## src/hw/dacv_pkg.sv

```systemverilog
// constants and types for the display-audio codec command decoder
package dacv_pkg;

    // ------------------------------------------------------------
    // command codes (12-bit verb)
    // ------------------------------------------------------------
    localparam logic [11:0] CMD_PARAM_GET     = 12'hf00;
    localparam logic [11:0] CMD_STATUS_GET    = 12'hf80;
    localparam logic [11:0] CMD_UNSOL_SET     = 12'h708;
    localparam logic [11:0] CMD_UNSOL_GET     = 12'hf08;
    localparam logic [11:0] CMD_FIDX_SET      = 12'h730;
    localparam logic [11:0] CMD_FIDX_GET      = 12'hf30;
    localparam logic [11:0] CMD_FDATA_SET     = 12'h731;
    localparam logic [11:0] CMD_FDATA_GET     = 12'hf31;
    localparam logic [11:0] CMD_FSEND_SET     = 12'h732;
    localparam logic [11:0] CMD_FSEND_GET     = 12'hf32;
    localparam logic [11:0] CMD_PROT_SET      = 12'h733;
    localparam logic [11:0] CMD_CMAP_SET      = 12'h734;
    localparam logic [11:0] CMD_CMAP_GET      = 12'hf34;
    localparam logic [11:0] CMD_DPICK_SET     = 12'h735;
    localparam logic [11:0] CMD_DPICK_GET     = 12'hf35;
    localparam logic [11:0] CMD_SLIST_GET     = 12'hf36;
    localparam logic [11:0] CMD_SID_SET       = 12'h73c;
    localparam logic [11:0] CMD_SID_GET       = 12'hf3c;
    localparam logic [11:0] CMD_MBOX_SET      = 12'h71e;
    localparam logic [11:0] CMD_MBOX_GET      = 12'hf1e;
    localparam logic [11:0] CMD_CLKOFF_SET    = 12'h728;
    localparam logic [11:0] CMD_VCTL_SET      = 12'h781;
    localparam logic [11:0] CMD_VCTL_GET      = 12'hf81;
    localparam logic [11:0] CMD_TRIG_SET      = 12'h782;
    localparam logic [11:0] CMD_TC_GET        = 12'hf83;
    localparam logic [11:0] CMD_WC_GET        = 12'hf84;
    localparam logic [11:0] CMD_OFS_GET       = 12'hf85;
    localparam logic [11:0] CMD_OFS_B0_SET    = 12'h785;
    localparam logic [11:0] CMD_OFS_B3_SET    = 12'h788;
    localparam logic [11:0] CMD_TPIPE_SET     = 12'h789;
    localparam logic [11:0] CMD_TPIPE_GET     = 12'hf89;

    // parameter id and widget capabilities answer
    localparam logic [7:0]  PARAM_WIDGET_CAPS = 8'h09;
    localparam logic [3:0]  WIDGET_TYPE_VEND  = 4'hf;
    localparam int          CAPS_TYPE_LSB     = 20;

    // ------------------------------------------------------------
    // field layout
    // ------------------------------------------------------------
    localparam int PKT_LSB      = 5;   // packet select in index byte
    localparam int SUBTAG_LSB   = 3;   // subtag and stream tag position
    localparam int HI_NIB_LSB   = 4;   // upper nibble of a payload
    localparam int SINK_ID_LSB  = 6;   // sink id in device report
    localparam int MBOX_LSB     = 16;  // mailbox byte in mailbox get
    localparam int UNSOL_EN_BIT = 7;   // allow bit of unsol control
    localparam int VC_MST_BIT   = 1;   // multistream feature enable
    localparam int VC_ALL_BIT   = 0;   // expose all widgets
    localparam int SID_COUNT    = 8;   // stream identifiers held
    localparam int FRAME_BYTES  = 256; // infoframe buffer depth
    localparam int SINK_COUNT   = 4;   // multistream entries
    localparam int BYTE_W       = 8;

    // reset values
    localparam logic [7:0]  BYTE_RST = 8'h00;
    localparam logic [31:0] WORD_RST = 32'h0000_0000;

    // frame send modes
    typedef enum logic [1:0] {
        SEND_OFF      = 2'h0,
        SEND_RESERVED = 2'h1,
        SEND_ONCE     = 2'h2,
        SEND_REPEAT   = 2'h3
    } dacv_send_t;

endpackage

```

## src/hw/dacv_top.sv

```systemverilog
// command decoder for the pin and vendor widgets of a display-audio codec
`timescale 1ns/10ps
module dacv_top
    import dacv_pkg::*;
(
    input  wire logic        core_clk,         // 20 mhz codec link clock
    input  wire logic        rst_n,            // function-group reset
    input  wire logic        pwr_rst_n,        // power-on reset, low
    input  wire logic        cmd_valid,        // one command this cycle
    input  wire logic [11:0] cmd_verb,         // command code
    input  wire logic [7:0]  cmd_payload,      // eight-bit payload
    input  wire logic        mst_mode,         // transport in multistream
    input  wire logic [31:0] global_timecode,  // running time-code
    input  wire logic [31:0] wall_clock,       // running wall clock
    input  wire logic [15:0] sink_flags,       // sink list flags
    input  wire logic [23:0] mbox_other,       // other config bytes
    output logic             rsp_valid,        // response strobe
    output logic [31:0]      rsp_data,         // response word
    output logic             unsol_valid,      // unsolicited strobe
    output logic [5:0]       unsol_tag,        // tag in unsolicited
    output logic             clock_off,        // clock-off pulse
    output logic [1:0]       frame_send_mode,  // decoded send mode
    output logic             frame_send_pulse, // send-once request
    output logic             multistream_index,// multistream indexing
    output logic             expose_all_widgets,
    output logic [3:0]       port_select,      // port in reduced mode
    output logic [4:0]       unsol_subtag      // protection subtag
);

    // ------------------------------------------------------------
    // decode
    // ------------------------------------------------------------
    logic set_fidx, set_fdata, set_fsend, set_prot, set_cmap, set_dpick;
    logic set_sid, set_mbox, set_unsol, set_vctl, set_trig, set_tpipe;
    logic set_ofs, set_clkoff;
    assign set_fidx   = cmd_valid && cmd_verb == CMD_FIDX_SET;
    assign set_fdata  = cmd_valid && cmd_verb == CMD_FDATA_SET;
    assign set_fsend  = cmd_valid && cmd_verb == CMD_FSEND_SET;
    assign set_prot   = cmd_valid && cmd_verb == CMD_PROT_SET;
    assign set_cmap   = cmd_valid && cmd_verb == CMD_CMAP_SET;
    assign set_dpick  = cmd_valid && cmd_verb == CMD_DPICK_SET;
    assign set_sid    = cmd_valid && cmd_verb == CMD_SID_SET;
    assign set_mbox   = cmd_valid && cmd_verb == CMD_MBOX_SET;
    assign set_unsol  = cmd_valid && cmd_verb == CMD_UNSOL_SET;
    assign set_vctl   = cmd_valid && cmd_verb == CMD_VCTL_SET;
    assign set_trig   = cmd_valid && cmd_verb == CMD_TRIG_SET;
    assign set_tpipe  = cmd_valid && cmd_verb == CMD_TPIPE_SET;
    assign set_clkoff = cmd_valid && cmd_verb == CMD_CLKOFF_SET;
    // offset byte commands form a contiguous block of four
    assign set_ofs    = cmd_valid && cmd_verb >= CMD_OFS_B0_SET
                        && cmd_verb <= CMD_OFS_B3_SET;

    // ------------------------------------------------------------
    // infoframe index, buffer and send control
    // ------------------------------------------------------------
    logic [7:0] fidx_q;                         // packet and byte offset
    logic [7:0] frame_mem [FRAME_BYTES];        // infoframe buffer
    logic [1:0] fsend_mem [FRAME_BYTES >> PKT_LSB]; // per-packet mode
    logic [2:0] pkt_sel;                        // current packet

    assign pkt_sel = fidx_q[7:PKT_LSB];

    // index register: packet select above, byte offset below
    always_ff @(posedge core_clk or negedge rst_n) begin
        if (!rst_n) begin
            fidx_q <= BYTE_RST;
        end else if (set_fidx) begin
            fidx_q <= cmd_payload;
        end
    end

    // buffer byte at current index; memory has no reset by design
    always_ff @(posedge core_clk) begin
        if (set_fdata) begin
            frame_mem[fidx_q] <= cmd_payload;
        end
    end

    // send mode per packet; low payload bits are reserved and the
    // reserved code keeps the stored mode, as the decoded mode does
    always_ff @(posedge core_clk) begin
        if (set_fsend && cmd_payload[7:6] != SEND_RESERVED) begin
            fsend_mem[pkt_sel] <= cmd_payload[7:6];
        end
    end

    // decoded send controls for the indexed frame
    always_ff @(posedge core_clk or negedge rst_n) begin
        if (!rst_n) begin
            frame_send_mode  <= SEND_OFF;
            frame_send_pulse <= 1'b0;
        end else begin
            frame_send_pulse <= 1'b0;
            if (set_fsend) begin
                unique case (dacv_send_t'(cmd_payload[7:6]))
                    SEND_OFF:      frame_send_mode <= SEND_OFF;
                    // reserved code leaves the mode as it stands
                    SEND_RESERVED: frame_send_mode <= frame_send_mode;
                    SEND_ONCE: begin
                        frame_send_mode  <= SEND_ONCE;
                        frame_send_pulse <= 1'b1;
                    end
                    SEND_REPEAT:   frame_send_mode <= SEND_REPEAT;
                endcase
            end
        end
    end

    // ------------------------------------------------------------
    // protection subtag, channel map, device pick
    // ------------------------------------------------------------
    logic [7:0] cmap_q;    // channel high nibble, slot low nibble
    logic [5:0] dpick_q;   // multistream entry index

    always_ff @(posedge core_clk or negedge rst_n) begin
        if (!rst_n) begin
            unsol_subtag <= 5'h00;
        end else if (set_prot) begin
            unsol_subtag <= cmd_payload[7:SUBTAG_LSB];
        end
    end

    always_ff @(posedge core_clk or negedge rst_n) begin
        if (!rst_n) begin
            cmap_q <= BYTE_RST;
        end else if (set_cmap) begin
            cmap_q <= cmd_payload;
        end
    end

    // host keeps this to 0..3; stored as written
    always_ff @(posedge core_clk or negedge rst_n) begin
        if (!rst_n) begin
            dpick_q <= 6'h00;
        end else if (set_dpick) begin
            dpick_q <= cmd_payload[5:0];
        end
    end

    // ------------------------------------------------------------
    // stream identifiers
    // ------------------------------------------------------------
    logic [4:0] sid_q [SID_COUNT];   // low five bits of each identifier
    logic [2:0] sid_idx_q;           // last programmed index

    always_ff @(posedge core_clk or negedge rst_n) begin
        if (!rst_n) begin
            sid_idx_q <= 3'h0;
            for (int i = 0; i < SID_COUNT; i++) begin
                sid_q[i] <= 5'h00;
            end
        end else if (set_sid) begin
            sid_idx_q <= cmd_payload[2:0];
            sid_q[cmd_payload[2:0]] <= cmd_payload[7:SUBTAG_LSB];
        end
    end

    // ------------------------------------------------------------
    // mailbox and its unsolicited response
    // ------------------------------------------------------------
    logic [7:0] mbox_q;       // mailbox byte
    logic [7:0] unsol_ctl_q;  // allow bit and tag

    always_ff @(posedge core_clk or negedge rst_n) begin
        if (!rst_n) begin
            mbox_q <= BYTE_RST;
        end else if (set_mbox) begin
            mbox_q <= cmd_payload;
        end
    end

    // bit 6 is reserved and never stored
    always_ff @(posedge core_clk or negedge rst_n) begin
        if (!rst_n) begin
            unsol_ctl_q <= BYTE_RST;
        end else if (set_unsol) begin
            unsol_ctl_q <= {cmd_payload[7], 1'b0, cmd_payload[5:0]};
        end
    end

    // a mailbox write raises one response when allowed
    always_ff @(posedge core_clk or negedge rst_n) begin
        if (!rst_n) begin
            unsol_valid <= 1'b0;
            unsol_tag   <= 6'h00;
        end else begin
            unsol_valid <= set_mbox && unsol_ctl_q[UNSOL_EN_BIT];
            unsol_tag   <= unsol_ctl_q[5:0];
        end
    end

    // clock-off acts on every receipt, payload unused
    always_ff @(posedge core_clk or negedge rst_n) begin
        if (!rst_n) begin
            clock_off <= 1'b0;
        end else begin
            clock_off <= set_clkoff;
        end
    end

    // ------------------------------------------------------------
    // vendor control byte; only the power-on reset clears it
    // ------------------------------------------------------------
    logic [7:0] vctl_q;

    // single and double group resets leave it alone, so drivers keep
    // the port choice across a codec restart
    always_ff @(posedge core_clk or negedge pwr_rst_n) begin
        if (!pwr_rst_n) begin
            vctl_q <= BYTE_RST;
        end else if (set_vctl) begin
            vctl_q <= {cmd_payload[7:HI_NIB_LSB], 2'b00,
                       cmd_payload[1:0]};
        end
    end

    always_ff @(posedge core_clk or negedge rst_n) begin
        if (!rst_n) begin
            expose_all_widgets <= 1'b0;
            port_select        <= 4'h0;
            multistream_index  <= 1'b0;
        end else begin
            expose_all_widgets <= vctl_q[VC_ALL_BIT];
            port_select        <= vctl_q[7:HI_NIB_LSB];
            multistream_index  <= mst_mode && vctl_q[VC_MST_BIT];
        end
    end

    // ------------------------------------------------------------
    // time-code capture, offset, pipe index
    // ------------------------------------------------------------
    logic [31:0] tc_cap_q;
    logic [31:0] wc_cap_q;
    logic [31:0] ofs_q;
    logic [5:0]  tpipe_q;
    logic [1:0]  ofs_lane;

    // both values sampled on the same edge
    always_ff @(posedge core_clk or negedge rst_n) begin
        if (!rst_n) begin
            tc_cap_q <= WORD_RST;
            wc_cap_q <= WORD_RST;
        end else if (set_trig) begin
            tc_cap_q <= global_timecode;
            wc_cap_q <= wall_clock;
        end
    end

    assign ofs_lane = 2'(cmd_verb - CMD_OFS_B0_SET);

    always_ff @(posedge core_clk or negedge rst_n) begin
        if (!rst_n) begin
            ofs_q <= WORD_RST;
        end else if (set_ofs) begin
            ofs_q[ofs_lane*BYTE_W +: BYTE_W] <= cmd_payload;
        end
    end

    always_ff @(posedge core_clk or negedge rst_n) begin
        if (!rst_n) begin
            tpipe_q <= 6'h00;
        end else if (set_tpipe) begin
            tpipe_q <= cmd_payload[5:0];
        end
    end

    // ------------------------------------------------------------
    // get responses: one word, next cycle, in arrival order
    // ------------------------------------------------------------
    logic        is_get;
    logic [31:0] rsp_d;

    always_comb begin
        is_get = 1'b1;
        rsp_d  = WORD_RST;
        unique case (cmd_verb)
            CMD_PARAM_GET:
                if (cmd_payload == PARAM_WIDGET_CAPS) begin
                    rsp_d[CAPS_TYPE_LSB +: 4] = WIDGET_TYPE_VEND;
                end
            CMD_STATUS_GET: rsp_d = WORD_RST;
            CMD_UNSOL_GET:  rsp_d[7:0] = unsol_ctl_q;
            CMD_FIDX_GET:   rsp_d[7:0] = fidx_q;
            CMD_FDATA_GET:  rsp_d[7:0] = frame_mem[fidx_q];
            CMD_FSEND_GET:  rsp_d[7:6] = fsend_mem[pkt_sel];
            CMD_CMAP_GET:   rsp_d[7:0] = cmap_q;
            CMD_DPICK_GET: begin
                // sink id follows the pipe of the picked entry
                rsp_d[SINK_ID_LSB +: 6] = dpick_q;
                rsp_d[5:0]              = dpick_q;
            end
            CMD_SLIST_GET:  rsp_d[15:0] = sink_flags & 16'h7777;
            CMD_SID_GET:    rsp_d[7:0] = {sid_q[sid_idx_q], sid_idx_q};
            CMD_MBOX_GET: begin
                rsp_d[31:24]             = mbox_other[23:16];
                rsp_d[MBOX_LSB +: BYTE_W] = mbox_q;
                rsp_d[15:0]              = mbox_other[15:0];
            end
            CMD_VCTL_GET:   rsp_d[7:0] = vctl_q;
            CMD_TC_GET:     rsp_d = tc_cap_q;
            CMD_WC_GET:     rsp_d = wc_cap_q;
            CMD_OFS_GET:    rsp_d = ofs_q;
            CMD_TPIPE_GET:  rsp_d[5:0] = tpipe_q;
            default:        is_get = 1'b0;
        endcase
    end

    always_ff @(posedge core_clk or negedge rst_n) begin
        if (!rst_n) begin
            rsp_valid <= 1'b0;
            rsp_data  <= WORD_RST;
        end else begin
            rsp_valid <= cmd_valid && is_get;
            if (cmd_valid && is_get) begin
                rsp_data <= rsp_d;
            end
        end
    end

endmodule

```

## config.mk

```make
export PLATFORM = sky130hd
export DESIGN_NAME = dacv_top
export DESIGN_NICKNAME = d
export VERILOG_FILES = /design/src/hw/dacv_pkg.sv /design/src/hw/dacv_top.sv
export SDC_FILE = /design/constraint.sdc
export NUM_CORES = 2
export LEC_CHECK = 0
export BUFFER_PORTS_ARGS = -buffer_cell sky130_fd_sc_hd__clkbuf_2
export CAP_MARGIN = 20
export CORE_UTILIZATION = 60
export CTS_CLUSTER_DIAMETER = 50
export DETAILED_ROUTE_END_ITERATION = 16
export PLACE_DENSITY_LB_ADDON = 0.12
export RECOVER_POWER = 25
export REMOVE_ABC_BUFFERS = 1
export SYNTH_ARGS = -nofsm -noshare
export SYNTH_HDL_FRONTEND = slang
export SYNTH_SLANG_ARGS = --single-unit
```

## constraint.sdc

```tcl
create_clock -name core_clk -period 4.1 [get_ports core_clk]
set_input_delay 1.025 -clock core_clk [delete_from_list [all_inputs] [get_ports core_clk]]
set_output_delay 1.025 -clock core_clk [all_outputs]
set_load 0.01 [all_outputs]
```

==> impl_metrics.ini <==
[status]
status = finished, violations left
violations = capacitance limit, slew limit

[power]
swShare_pct = 20.1
p_comb_share_pct = 1.6
p_sw_w = 0.00940
powerDensity_mw_per_mm2 = 449
clkPwrFrac_pct = 43.6
ir_drop_mv = 0.430
p_leak_nw = 34.6
p_int_w = 0.0374
p_seq_share_pct = 54.8

[worst_setup_path]
slowest_stage = clkbuf_2
crit_type = in -> reg
crit_start = cmd_payload[1]
max_stage_delay_ns = 1.52
r2r-start = fidx_q[1]
cp.required_ns = 4.65
crit_chain = clkbuf_1 > clkbuf_2 > buf_12
critPathCaptureType = flop
cp_max_fo = 97
arrival_ns = 4.53
critPathLaunchType = primary input

[yosys]
synthSimpleGateAreaFrac_pct = 3.32
synth-xor-area-share_pct = 0
ys_types = 61
muxShareOfSynthArea_pct = 15.9
yosysWarnings = 0
syn_inst = 4599
synth_edf_count = 2064
synth-seq-cells = 2307
synthAdderAreaFrac_pct = 0.0829
ys_seq_area_share_pct = 75.1
syn_area_sq_mm = 0.0906
avgSynthCellArea_sq_um = 19.7
synthArstFlopShare_pct = 10.5
synthFlopType = edfxtp_1
synth_compound_area_share_pct = 3.95
synth_top_family_by_area = multiplexers

[clock_network]
htreeDepth = 4
clk_latency_ns = 0.84
cts_root_buf = clkbuf_16
post_cts_buffers = 0
clockBufferDepth = 3
clk_pin_slew_worst_paths_ns = 0.06
cts_tree = built
cts.sinks = 2307
cts_buffers = 226
cts-resized-gates = 0
holdBufCountCts = 1

[final_layout]
multiInputGateArea_sq_mm = 0.0211
nFillCells = 9385
final_layout_size_suffix_gt1_share_pct = 31.4
post-route-util_pct = 69.6
nets = 5379
syn_to_final_growth_pct = 15.1
register_area_sq_mm = 0.0681

[route]
vias = 49046
drt_first_iter_violations = 6297
post_drt_via_cell_ratio = 6.58
drt-pass1-iter-count = 8
wirelength_mm = 237
drc = 0
wl_per_cell_um = 31.9
antenna_left = 0

[placed_design]
post-place-ws_ns = 0.294
dp_hpwl_mm = 151
numPortBuffers = 179
place.gp.congestion = 0.937

[min_path]
hp-start = mst_mode
hp-class = in -> reg

[sta]
postLayoutSetupSlackWorst_ns = 0.113
hold_viol = 0
setup_tns_ns = 0
fin_crit_sh_pct = 97.2
fin_crit_ns = 3.99
drv_slew = 1226
timing.hold.ws_ns = 0.407
finalSetupViolCount = 0
grt_setup_unrepaired = false
slew_headroom_pct = -130
fmax_mhz = 251
worst_slew_pin_slew_ns = 3.45
finClkSkew_ns = 0.0361

[floorplanning]
dieHeight_um = 391
num_rows = 142
ioPinCount = 184
core_area_sq_mm = 0.150
dieArea_sq_mm = 0.153
die_w_um = 391
start_util_pct = 60.5

[global_routing]
grt_pass1_vias = 48501
grt_util_all_layers_pct = 31.5
grt_max_degree = 185
grt_antenna_before_repair = 9
gr-total-overflow = 0
grt_pass1_wl_mm = 340

[run]
maxCapViolCount = 14
-- kinds of logic after synthesis --
logic type,Yosys count
multiplexers,796
AND/OR/NAND/NOR,698
buffers and inverters,286
AO/OA/AOI/OAI,506
adder cells (fa/ha/maj),6
flip-flops,2307
-- routing by layer --
layer | vias to the layer above | GRT usage (%) | part of all wire, %
met5 | - | 0 | 0.019
met4 | 6 | 10.9 | 3.6
met3 | 420 | 7.31 | 11
met2 | 2880 | 48.8 | 47
met1 | 25547 | 44.6 | 38
li1 | 20193 | - | -
-- cell type report --
type	count	area share [%]
well taps	2016	2.42
inverters	13	0.0492
clock inverters	133	1.29
repair buffers	690	4.96
flip-flops and latches	2307	65.3
multi-input cells	2006	20.3
diodes	2	0.00480
clock buffers	283	5.72
-- sequential cells by signal, summed over array words and instances (netlist names), 7 cells and up --
register,flops
frame_mem,2048
sid_q,40
ofs_q,32
rsp_data,32
tc_cap_q,32
wc_cap_q,32
fsend_mem,16
cmap_q,8
fidx_q,8
mbox_q,8
unsol_ctl_q,7
-- power by group through the flow --
stage	Clock, W	Combinational (W)	Sequential (W)
2_1_floorplan	0	0.000185	0.0261
3_3_place_gp	0	0.000755	0.0261
3_5_place_dp	0	0.000780	0.0261
4_1_cts	0.0206	0.000781	0.0256
5_1_grt	0.0214	0.000808	0.0256
6_report	0.0204	0.000756	0.0257
-- synthesized netlist by cell type (5+ instances only) --
| library cell | count | area share (%) |
|---|---|---|
| edfxtp_1 | 2064 | 68 |
| mux4_2 | 498 | 12 |
| nor2_1 | 342 | 1.4 |
| dfrtp_1 | 243 | 6.7 |
| nand2_1 | 182 | 0.75 |
| mux2_2 | 173 | 2.2 |
| a22oi_1 | 154 | 1.3 |
| clkbuf_1 | 129 | 0.53 |
| mux2i_1 | 125 | 1.4 |
| o21ai_0 | 69 | 0.38 |
| buf_2 | 67 | 0.37 |
| a21oi_1 | 66 | 0.36 |
| a221oi_1 | 60 | 0.58 |
| nand3_1 | 49 | 0.27 |
| a22o_1 | 41 | 0.40 |
| buf_4 | 35 | 0.29 |
| o22ai_1 | 26 | 0.18 |
| buf_1 | 23 | 0.095 |
| nor2b_1 | 20 | 0.14 |
| buf_6 | 19 | 0.24 |
| nor3_1 | 18 | 0.099 |
| a31oi_1 | 16 | 0.11 |
| nand2b_1 | 14 | 0.097 |
| inv_1 | 12 | 0.050 |
| nor4_1 | 12 | 0.083 |
| nand4_1 | 11 | 0.076 |
| o211ai_1 | 11 | 0.091 |
| o21ai_1 | 10 | 0.055 |
| or3_1 | 10 | 0.069 |
| and2_1 | 9 | 0.062 |
| and3_1 | 9 | 0.062 |
| o221ai_1 | 9 | 0.087 |
| a222oi_1 | 8 | 0.088 |
| a211oi_1 | 7 | 0.058 |
| ha_1 | 6 | 0.083 |
| a2111oi_0 | 5 | 0.048 |
| or2_2 | 5 | 0.035 |
-- per-stage QoR --
step                std cells  power [W]  cell area [sq um]
finish                   7450     0.0468             104000
global route             7448     0.0479             104000
CTS                      7448     0.0470             104000
detailed placement       7031     0.0269              97100
global placement         7030     0.0269              97100
floorplan                4326     0.0263              89200
-- path summary, 6_finish.rpt --
check	endpoint	slack [ns]	depth (start not counted)
worst max register to register	frame_mem[81][7]	0.18	9
max in group asynchronous	unsol_ctl_q[4]	1.02	2
worst max-delay path	frame_mem[160][1]	0.11	3
worst min-delay path	multistream_index	0.41	2
worst min register to register	expose_all_widgets	0.42	0
min in group asynchronous	vctl_q[5]	0.62	2
-- worst max-delay path: cells and delay by family --
kind	cells	cell delay, ns
buffers and inverters	3	3.28
-- layout by cell type, fill, tap and decap left out, types with 8 or more instances in the layout --
master | synthesis | layout
edfxtp_1 | 2064 | 2064
mux4_2 | 498 | 498
buf_4 | 35 | 460
nor2_1 | 342 | 336
dfrtp_1 | 243 | 236
clkbuf_16 | 0 | 229
nand2_1 | 182 | 182
clkbuf_2 | 0 | 177
mux2_2 | 173 | 173
a22oi_1 | 154 | 154
mux2i_1 | 125 | 125
o21ai_0 | 69 | 69
a21oi_1 | 66 | 66
a221oi_1 | 60 | 60
clkbuf_1 | 129 | 59
nand3_1 | 49 | 49
clkinv_2 | 0 | 45
a22o_1 | 41 | 41
clkinv_1 | 0 | 41
buf_12 | 0 | 36
o22ai_1 | 26 | 26
bufinv_16 | 0 | 20
nor3_1 | 18 | 18
nor2b_1 | 20 | 17
a31oi_1 | 16 | 16
nand2b_1 | 14 | 14
nor4_1 | 12 | 12
inv_1 | 12 | 11
nand4_1 | 11 | 11
o211ai_1 | 11 | 11
or3_1 | 10 | 10
o21ai_1 | 10 | 10
and3_1 | 9 | 9
o221ai_1 | 9 | 9
inv_6 | 0 | 9
a222oi_1 | 8 | 8
No activity file was read; power rests on OpenSTA's default activity.
